`config.mk`:
```
export PLATFORM = sky130hd
export DESIGN_NAME = pin_state_ctrl
export DESIGN_NICKNAME = d
export VERILOG_FILES = /design/src/logic/pin_cell.v /design/src/logic/pin_state_ctrl.v
export VERILOG_INCLUDE_DIRS = /design/src /design/src/logic
export SDC_FILE = /design/constraint.sdc
export NUM_CORES = 1
export LEC_CHECK = 0
export ABC_AREA = 1
export BUFFER_PORTS_ARGS = -buffer_cell sky130_fd_sc_hd__buf_2
export CAP_MARGIN = 15
export CORE_AREA = 2 2 80 82
export DETAILED_ROUTE_END_ITERATION = 8
export DIE_AREA = 0 0 82 84
export PLACE_DENSITY = 0.78
export SKIP_LAST_GASP = 1
export SLEW_MARGIN = 25
export SYNTH_ARGS = -nofsm -noshare
export SYNTH_HDL_FRONTEND = slang
export SYNTH_HIERARCHICAL = 1
export SYNTH_SLANG_ARGS = --single-unit
```
`constraint.sdc`:
```
create_clock -name mclk -period 5.8 [get_ports mclk]
set_input_delay 0 -clock mclk [delete_from_list [all_inputs] [get_ports mclk]]
set_output_delay 0 -clock mclk [all_outputs]
set_load 0.02 [all_outputs]
```
`src/logic/pin_state_consts.vh`:
```
// pin_state_consts.vh: constants for the standby pin state control block
// assumes: included by logic/pin_state_ctrl.v and logic/pin_cell.v
`ifndef PIN_STATE_CONSTS_VH
`define PIN_STATE_CONSTS_VH

// power state codes on pwr_state_in
`define PWR_STATE_W        3
`define PWR_POR_LVD        3'h0
`define PWR_INT_RESET      3'h1
`define PWR_RUN_SLEEP      3'h2
`define PWR_RTC            3'h3
`define PWR_STOP           3'h4
`define PWR_TIMER          3'h5

// standby_mode_ctrl field position and reset value
`define STBY_PIN_LEVEL_BIT 0
`define STBY_CTRL_W        8
`define STBY_CTRL_RST      8'h00

// per-pin function select codes
`define FUNC_W             2
`define FUNC_GPIO          2'h0
`define FUNC_PERIPH        2'h1
`define FUNC_MAIN_CLK      2'h2

`endif

```
`src/logic/pin_cell.v`:
```
// pin_cell.v: output and input gating of one pin from the decoded pin state
// assumes: all inputs synchronous to mclk; hold value captured by the caller
`timescale 1ns/1ps
`include "pin_state_consts.vh"

module pin_cell (
  input  wire        disable_func,
  input  wire        hiz_force,
  input  wire        hold,
  input  wire [1:0]  func_sel,
  input  wire        port_out,
  input  wire        port_oe,
  input  wire        held_out,
  input  wire        held_oe,
  input  wire        periph_out,
  input  wire        periph_oe,
  input  wire        pin_in_sync,
  output reg         pad_out_d,
  output reg         pad_oe_d,
  output reg         in_d
);

  always @* begin
    pad_out_d = 1'b0;
    pad_oe_d  = 1'b0;
    in_d      = 1'b0;
    if (func_sel == `FUNC_MAIN_CLK) begin
      in_d = pin_in_sync;
    end else if (disable_func) begin
      pad_oe_d = 1'b0;
      in_d     = 1'b0;
    end else if (hiz_force) begin
      pad_oe_d = 1'b0;
      in_d     = 1'b0;
    end else if (func_sel == `FUNC_PERIPH) begin
      // a running peripheral keeps control even while held
      pad_out_d = periph_out;
      pad_oe_d  = periph_oe;
      in_d      = pin_in_sync;
    end else if (hold) begin
      pad_out_d = held_out;
      pad_oe_d  = held_oe;
      in_d      = pin_in_sync;
    end else begin
      pad_out_d = port_out;
      pad_oe_d  = port_oe;
      in_d      = pin_in_sync;
    end
  end

endmodule // pin_cell

```
`src/logic/pin_state_ctrl.v`:
```
// pin_state_ctrl.v: pin state control across reset, run, sleep and standby
// assumes: power state code and control inputs come from mclk logic;
// pad inputs and external_reset_n_pin are asynchronous and synchronised here
`timescale 1ns/1ps
`include "pin_state_consts.vh"

////////////////////////////////////////////////////////////////////////////////
module pin_state_ctrl #(
  parameter N_PINS = 8
) (
  input  wire                       mclk,
  input  wire                       nrst,
  input  wire                       external_reset_n_pin,
  input  wire [`PWR_STATE_W-1:0]    pwr_state_in,
  input  wire [`STBY_CTRL_W-1:0]    standby_mode_ctrl_wdata,
  input  wire                       standby_mode_ctrl_we,
  input  wire [2*N_PINS-1:0]        func_sel,
  input  wire [N_PINS-1:0]          port_out,
  input  wire [N_PINS-1:0]          port_oe,
  input  wire [N_PINS-1:0]          periph_out,
  input  wire [N_PINS-1:0]          periph_oe,
  input  wire [N_PINS-1:0]          pad_in,
  output reg  [N_PINS-1:0]          pad_out,
  output reg  [N_PINS-1:0]          pad_oe,
  output reg  [N_PINS-1:0]          pin_in,
  output reg  [`STBY_CTRL_W-1:0]    standby_mode_ctrl
);

  ////////////////////////////////////////////////////////////////////////////
  // reset release
  reg                rst_s1_q;
  reg                rst_s2_q;
  wire               rst_n;

  always @(posedge mclk or negedge nrst) begin
    if (!nrst) begin
      rst_s1_q <= 1'b0;
      rst_s2_q <= 1'b0;
    end else begin
      rst_s1_q <= 1'b1;
      rst_s2_q <= rst_s1_q;
    end
  end
  assign rst_n = rst_s2_q;

  ////////////////////////////////////////////////////////////////////////////
  // external reset pin synchroniser
  reg                ext_s1_q;
  reg                ext_s2_q;

  // two stages because the reset pin is not timed to mclk; clearing to low
  // keeps the pins in their reset state until the pin is seen high twice
  always @(posedge mclk or negedge rst_n) begin
    if (!rst_n) begin
      ext_s1_q <= 1'b0;
      ext_s2_q <= 1'b0;
    end else begin
      ext_s1_q <= external_reset_n_pin;
      ext_s2_q <= ext_s1_q;
    end
  end

  ////////////////////////////////////////////////////////////////////////////
  // standby control register
  wire level_hiz;

  always @(posedge mclk or negedge rst_n) begin
    if (!rst_n) begin
      standby_mode_ctrl <= `STBY_CTRL_RST;
    end else if (standby_mode_ctrl_we) begin
      standby_mode_ctrl <= standby_mode_ctrl_wdata;
    end
  end

  // only the pin level bit acts; the other bits are plain storage
  assign level_hiz = standby_mode_ctrl[`STBY_PIN_LEVEL_BIT];

  ////////////////////////////////////////////////////////////////////////////
  // operating mode decode, one-hot
  localparam M_RESET    = 0;
  localparam M_RUN      = 1;
  localparam M_HOLD     = 2;
  localparam M_HIZ      = 3;

  localparam MODE_RESET = 4'b0001;
  localparam MODE_RUN   = 4'b0010;
  localparam MODE_HOLD  = 4'b0100;
  localparam MODE_HIZ   = 4'b1000;

  reg  [3:0] mode;
  wire       in_reset;
  wire       in_standby;
  wire       hold_mode;
  wire       hiz_mode;

  // the synchronised reset pin overrides any power state code
  always @* begin
    mode = MODE_RUN;
    if (!ext_s2_q) begin
      mode = MODE_RESET;
    end else begin
      case (pwr_state_in)
        `PWR_POR_LVD:   mode = MODE_RESET;
        `PWR_INT_RESET: mode = MODE_RESET;
        `PWR_RUN_SLEEP: mode = MODE_RUN;
        `PWR_RTC,
        `PWR_STOP,
        `PWR_TIMER: begin
          if (level_hiz) begin
            mode = MODE_HIZ;
          end else begin
            mode = MODE_HOLD;
          end
        end
        // unused codes act as run so a bad code never freezes or floats pins
        default:        mode = MODE_RUN;
      endcase
    end
  end

  assign in_reset   = mode[M_RESET];
  assign hold_mode  = mode[M_HOLD];
  assign hiz_mode   = mode[M_HIZ];
  assign in_standby = hold_mode || hiz_mode;

  ////////////////////////////////////////////////////////////////////////////
  // per-pin synchroniser, hold capture and gating
  wire [N_PINS-1:0] pad_out_d;
  wire [N_PINS-1:0] pad_oe_d;
  wire [N_PINS-1:0] in_d;

  genvar i;
  generate
    for (i = 0; i < N_PINS; i = i + 1) begin : g_pin
      reg pad_s1_q;
      reg pad_s2_q;
      reg held_out_q;
      reg held_oe_q;

      // the pad is not timed to mclk, so only pad_s2_q feeds logic
      always @(posedge mclk or negedge rst_n) begin
        if (!rst_n) begin
          pad_s1_q <= 1'b0;
          pad_s2_q <= 1'b0;
        end else begin
          pad_s1_q <= pad_in[i];
          pad_s2_q <= pad_s1_q;
        end
      end

      // capture stops in the cycle standby is first seen, so the frozen
      // value is the port drive of the cycle before entry, even when the
      // port changes in the same cycle as the mode
      always @(posedge mclk or negedge rst_n) begin
        if (!rst_n) begin
          held_out_q <= 1'b0;
          held_oe_q  <= 1'b0;
        end else if (!in_standby) begin
          held_out_q <= port_out[i];
          held_oe_q  <= port_oe[i];
        end
      end

      pin_cell u_cell (
        .disable_func (in_reset),
        .hiz_force    (hiz_mode),
        .hold         (hold_mode),
        .func_sel     (func_sel[2*i+1:2*i]),
        .port_out     (port_out[i]),
        .port_oe      (port_oe[i]),
        .held_out     (held_out_q),
        .held_oe      (held_oe_q),
        .periph_out   (periph_out[i]),
        .periph_oe    (periph_oe[i]),
        .pin_in_sync  (pad_s2_q),
        .pad_out_d    (pad_out_d[i]),
        .pad_oe_d     (pad_oe_d[i]),
        .in_d         (in_d[i])
      );
    end
  endgenerate

  // one register stage costs a cycle of latency but keeps pads glitch free
  always @(posedge mclk or negedge rst_n) begin
    if (!rst_n) begin
      pad_out <= {N_PINS{1'b0}};
      pad_oe  <= {N_PINS{1'b0}};
      pin_in  <= {N_PINS{1'b0}};
    end else begin
      pad_out <= pad_out_d;
      pad_oe  <= pad_oe_d;
      pin_in  <= in_d;
    end
  end

endmodule // pin_state_ctrl

```
# [After elaboration in Yosys (flattened, before gate mapping)]
# Index checks and enable logic that the tools add are counted.
# Widths: inputs -> output; s select.
[classes] eq_ne=20 n_mux=107 n_reduce_logical=4
[op_table] operator="$mux 1" count=104
[op_table] operator="$eq 2x1->1 const B" count=8
[op_table] operator="$eq 2x2->1 const B" count=8
[op_table] operator="$mux 4" count=2
[op_table] operator="$pmux 4 s2" count=1
[op_table] operator="$eq 3x3->1 const B" count=2
[op_table] operator="$eq 3x1->1 const B" count=1
[op_table] operator="$eq 3x2->1 const B" count=1
[op_table] operator="$logic_not 3->1" count=1
[op_table] operator="$reduce_or 3->1" count=1
[op_table] operator="$reduce_or 2->1" count=1
[op_table] operator="$logic_or 1x1->1" count=1
[totals] register_bits=68 input_bits=71 elab_cells=171

# [Depth between registers and ports, before layout]
[depth] ltp_word=9 ltp_mapped=11 depth_no_buf=10

# [Hierarchy]
# Netlist, hierarchy kept.
[by_module_without_submodules] mod="pin_state_ctrl" n_inst=1 cells_each=141 area_each_um2=2117.0 seq_area_each_um2=1701.6
[by_module_without_submodules] mod="pin_cell" n_inst=8 cells_each=24 area_each_um2=98.8 seq_area_each_um2=0.0

# [Worst setup path before layout]
# OpenSTA, ideal clock, no wires.
[synth_timing] path_kind="reg-to-reg" from="reg ext_s2_q" to="reg pad_oe[0]" arrival_ps=1586 path_slack_ps=4098 stages_incl_launch_ff=11 n_path_buf=1 path_cell_list="dfrtp_1 > inv_2 > nor2_8 > nand2_8 > buf_12 > nor2_2 > inv_1 > nand2_1 > nand2_1 > nor2_1 > nor2_1"
[synth_between] elab_chain_cells=6
[synth_rtl] item="from (decl)" line_no="pin_state_ctrl.v:49" text="reg ext_s2_q;"
[synth_rtl] item="from (signal assigned)" line_no="pin_state_ctrl.v:59" text="ext_s2_q <= ext_s1_q;"
[synth_rtl] item="$mux 4" line_no="pin_state_ctrl.v:99" text="if (!ext_s2_q) begin"
[synth_rtl] item="via mode[2]" line_no="pin_state_ctrl.v:90" text="reg [3:0] mode;"
[synth_rtl] item="$mux 1" line_no="pin_cell.v:40" text="end else if (hold) begin"
[synth_rtl] item="$mux 1" line_no="pin_cell.v:35" text="end else if (func_sel == `FUNC_PERIPH) begin"
[synth_rtl] item="$mux 1" line_no="pin_cell.v:32" text="end else if (hiz_force) begin"
[synth_rtl] item="$mux 1" line_no="pin_cell.v:29" text="end else if (disable_func) begin"
[synth_rtl] item="$mux 1" line_no="pin_cell.v:27" text="if (func_sel == `FUNC_MAIN_CLK) begin"
[synth_rtl] item="via pad_oe_d[0]" line_no="pin_state_ctrl.v:129" text="wire [N_PINS-1:0] pad_oe_d;"
[synth_rtl] item="to (signal assigned)" line_no="pin_state_ctrl.v:187" text="pad_oe <= {N_PINS{1'b0}};"
[synth_rtl] item="to (signal assigned)" line_no="pin_state_ctrl.v:191" text="pad_oe <= pad_oe_d;"
[synth_rtl] item="to (decl)" line_no="pin_state_ctrl.v:24" text="output reg [N_PINS-1:0] pad_oe,"
# The timed path passes the listed nets, and every way through them passes these cells.
# A chain may end at the register's enable or synchronous reset.

# [Final worst setup path]
[layout_timing] from="reg ext_s2_q" to="reg pad_out[6]"
[layout_between] elab_cells_between_ends=6
[layout_lines] item="$mux 4" line_no="pin_state_ctrl.v:99"
[layout_lines] item="via mode[3]" line_no="pin_state_ctrl.v:90"
[layout_lines] item="$mux 1" line_no="pin_cell.v:32"
[layout_lines] item="$mux 1" line_no="pin_cell.v:29"
[layout_lines] item="$mux 1" line_no="pin_cell.v:27"
[layout_lines] item="via pad_out_d[6]" line_no="pin_state_ctrl.v:128" text="wire [N_PINS-1:0] pad_out_d;"
[layout_lines] item="to (signal assigned)" line_no="pin_state_ctrl.v:186" text="pad_out <= {N_PINS{1'b0}};"
[layout_lines] item="to (signal assigned)" line_no="pin_state_ctrl.v:190" text="pad_out <= pad_out_d;"
[layout_lines] item="to (decl)" line_no="pin_state_ctrl.v:23" text="output reg [N_PINS-1:0] pad_out,"
# The timed path passes the listed nets, and every way through them passes these cells.

==> flow_metrics.py <==
metrics = {
    "run_status": {
        "status": "completed",
    },
    "worst_hold_path": {
        "hold_path_class": "input pin to register",
        "hold_start": "func_sel[9]",
    },
    "run": {
        "maxCapViolations": 0,
    },
    "drt": {
        "wl_per_cell_microns": 12.34,
        "wl_met1_mm": 2.803,
        "dr_wl_met3_microns": 419,
        "ant_nets": 0,
        "wl_mm": 7.364,
        "first_pass_iters": 4,
        "met2_length_mm": 4.017,
        "vias": 2753,
        "viasPerCell": 4.611,
        "top_layer": "met4",
        "initialDrtViolationCount": 159,
        "drcViolationCount": 0,
    },
    "setup_path": {
        "arrival_ns": 2.92,
        "startpoint": "ext_s2_q",
        "crit_fanout": 18,
        "end_kind": "register",
        "worst-setup-path-type": "register to register",
        "slowest_stage": "dlygate4sd3_1",
        "crit_required_ns": 6.01,
        "timing.rr.start": "ext_s2_q",
        "cpPeakStageDelay_ns": 0.55,
        "cp-start-kind": "register",
        "path_cells": "inv_2, nor2_8, nand2_8, nor2_2, nor2_1, nand3_1, dlygate4sd3_1, nor2_1, dlygate4sd3_1",
        "r2r_slack_ns": 3.10,
    },
    "floorplan": {
        "die_h_microns": 84,
        "start_util": 0.4770,
        "rows": 29,
        "core_sq_mm": 0.006096,
        "io_pins": 103,
        "die_w_microns": 82,
        "die_area_sq_mm": 0.006888,
    },
    "logic_synthesis": {
        "yosys.cell_types.count": 17,
        "syn_nets": 404,
        "ys_seq_area_frac": 0.5852,
        "yosysWarnings": 6,
        "synth-seq-cells": 68,
        "avgSynthCellArea_sq_um": 8.732,
        "syn-instance-count": 333,
        "syn_area_sq_mm": 0.002908,
    },
    "clock_tree": {
        "postCtsHoldBufs": 73,
        "clock_latency_ns": 0.33,
        "post_cts_resize_count": 0,
        "htreeDepth": 3,
        "clock-sinks": 68,
        "numCtsBuffers": 9,
        "root_buffer": "clkbuf_8",
        "cts_tree": "built",
        "clkTransAtPathRegs_ns": 0.07,
        "cts_setup_buffers": 0,
        "cts_max_path_buffers": 2,
    },
    "sta": {
        "skew_ns": 0.005574,
        "fin_crit_sh": 0.4658,
        "holdWs_ns": 0.02690,
        "post-route-min-period_ns": 2.701,
        "finalSetupViolCount": 0,
        "rsz0062_at_grt": "false",
        "worst_pin_slew_ns": 0.8704,
        "hold_viol": 0,
        "slew_headroom": 0.4191,
        "fin_tns_setup_ns": 0,
        "drv_slew": 0,
        "fmax_mhz": 370.2,
    },
    "placement": {
        "dp_hpwl_mm": 4.451,
        "place_area_sq_mm": 0.003483,
        "placed_cells": 509,
        "gp_congestion": 0.7705,
        "io_buffers": 102,
    },
    "final_layout": {
        "area_growth_pct": 51.25,
        "fin_area_sq_mm": 0.004398,
        "antennaDiodeCount": 0,
        "fin_nets": 587,
        "stdcell_count": 597,
        "drive_gt1_frac": 0.2500,
    },
    "global_routing": {
        "track_usage": 0.2370,
        "grt_pass1_wl_mm": 12.29,
        "antenna_found_initial": 0,
        "grt_pass1_vias": 2850,
        "grt_max_degree": 43,
        "grt-ovfl-total": 0,
    },
    "power": {
        "p_leak_uw": 0.002437,
        "power.density_mw_per_mm2": 249.0,
        "ir_drop_uv": 190.4,
    },
}
## sequential cells by signal, indices dropped and copies added (netlist names)
signal,count
pad_out,8
ext_s2_q,1
g_pin.pad_s2_q,8
pin_in,8
rst_s1_q,1
ext_s1_q,1
rst_n,1
standby_mode_ctrl,8
g_pin.pad_s1_q,8
g_pin.held_oe_q,8
pad_oe,8
g_pin.held_out_q,8
## layout by cell type (no fill, tap or decap)
| cell type | n |
|---|---|
| inv_2 | 1 |
| buf_2 | 102 |
| clkinv_2 | 1 |
| nor2_8 | 1 |
| nand2_1 | 90 |
| dfrtp_2 | 1 |
| mux2_2 | 7 |
| inv_1 | 51 |
| nand2_8 | 1 |
| nand2_2 | 1 |
| dlygate4sd3_1 | 73 |
| nor2_1 | 48 |
| o21a_1 | 8 |
| clkbuf_8 | 10 |
| nand3_1 | 48 |
| dfrtp_1 | 67 |
| o21ai_0 | 1 |
| bufinv_16 | 1 |
| conb_1 | 1 |
| buf_4 | 1 |
| nor2_2 | 3 |
| clkbuf_1 | 3 |
## cell usage after synthesis (all sizes together)
master  number  area share
mux2         7       0.027
dfrtp       68        0.59
nor2        52       0.075
nand3       48       0.083
inv         52       0.067
o21ai        1      0.0017
o21a         8       0.021
nand2       92        0.13
conb         1      0.0013
buf          4       0.014
## through the flow
stage | util | setup WS [ns] | total power [uW]
2_1_floorplan | - | 3.766 | 628.9
3_3_place_gp | 0.5714 | 3.853 | 684.6
3_5_place_dp | 0.5714 | 3.763 | 690.2
4_1_cts | 0.7215 | 3.070 | 1100
5_1_grt | 0.7215 | 2.873 | 1147
6_report | 0.7215 | 3.099 | 1095
## layout make-up
class / count / area (sq um)
clock inverters: 2 / 35.03
fillers: 461 / 1698
well taps: 77 / 96.34
multi-input cells: 209 / 970.9
repair buffers: 176 / 1249
inverters: 52 / 195.2
clock buffers: 13 / 148.9
flip-flops and latches: 68 / 1703
## metal layers
metal	global-route usage	up-vias
met5	0	-
met4	0.09545	0
met3	0.05628	14
met2	0.4205	90
met1	0.2662	1267
li1	-	1382
## final timing paths
| kind | endpoint | cells past startpoint |
|---|---|---|
| worst min register to register | standby_mode_ctrl[6] | 0 |
| worst max-delay path | pad_out[6] | 9 |
| worst min-delay path | pad_out[4] | 4 |
| worst max register to register | pad_out[6] | 9 |
| min in group asynchronous | standby_mode_ctrl[6] | 0 |
| max in group asynchronous | ext_s2_q | 1 |
## critical path, delay by kind of cell (launching register included)
| family | cells | cell delay, ns |
|---|---|---|
| and+or+nand+nor | 6 | 1.09 |
| DFF | 1 | 0.34 |
| buffers and inverters | 3 | 1.16 |
## power by group
part	internal, uW	switching, uW
Combinational	94.0	106
Clock	208	162
Sequential	508	16.8
Total	810	285
## cell families (layout without fill, tap and decap cells)
family,Yosys count,count (layout),share of synthesized area
AND/OR/NAND/NOR,192,192,0.2831
flip-flops,68,68,0.5852
AO/OA/AOI/OAI,9,9,0.02237
other,1,1,0.001290
multiplexers,7,7,0.02711
buffers and inverters,56,243,0.08089
(Power assumes the default switching activity.)
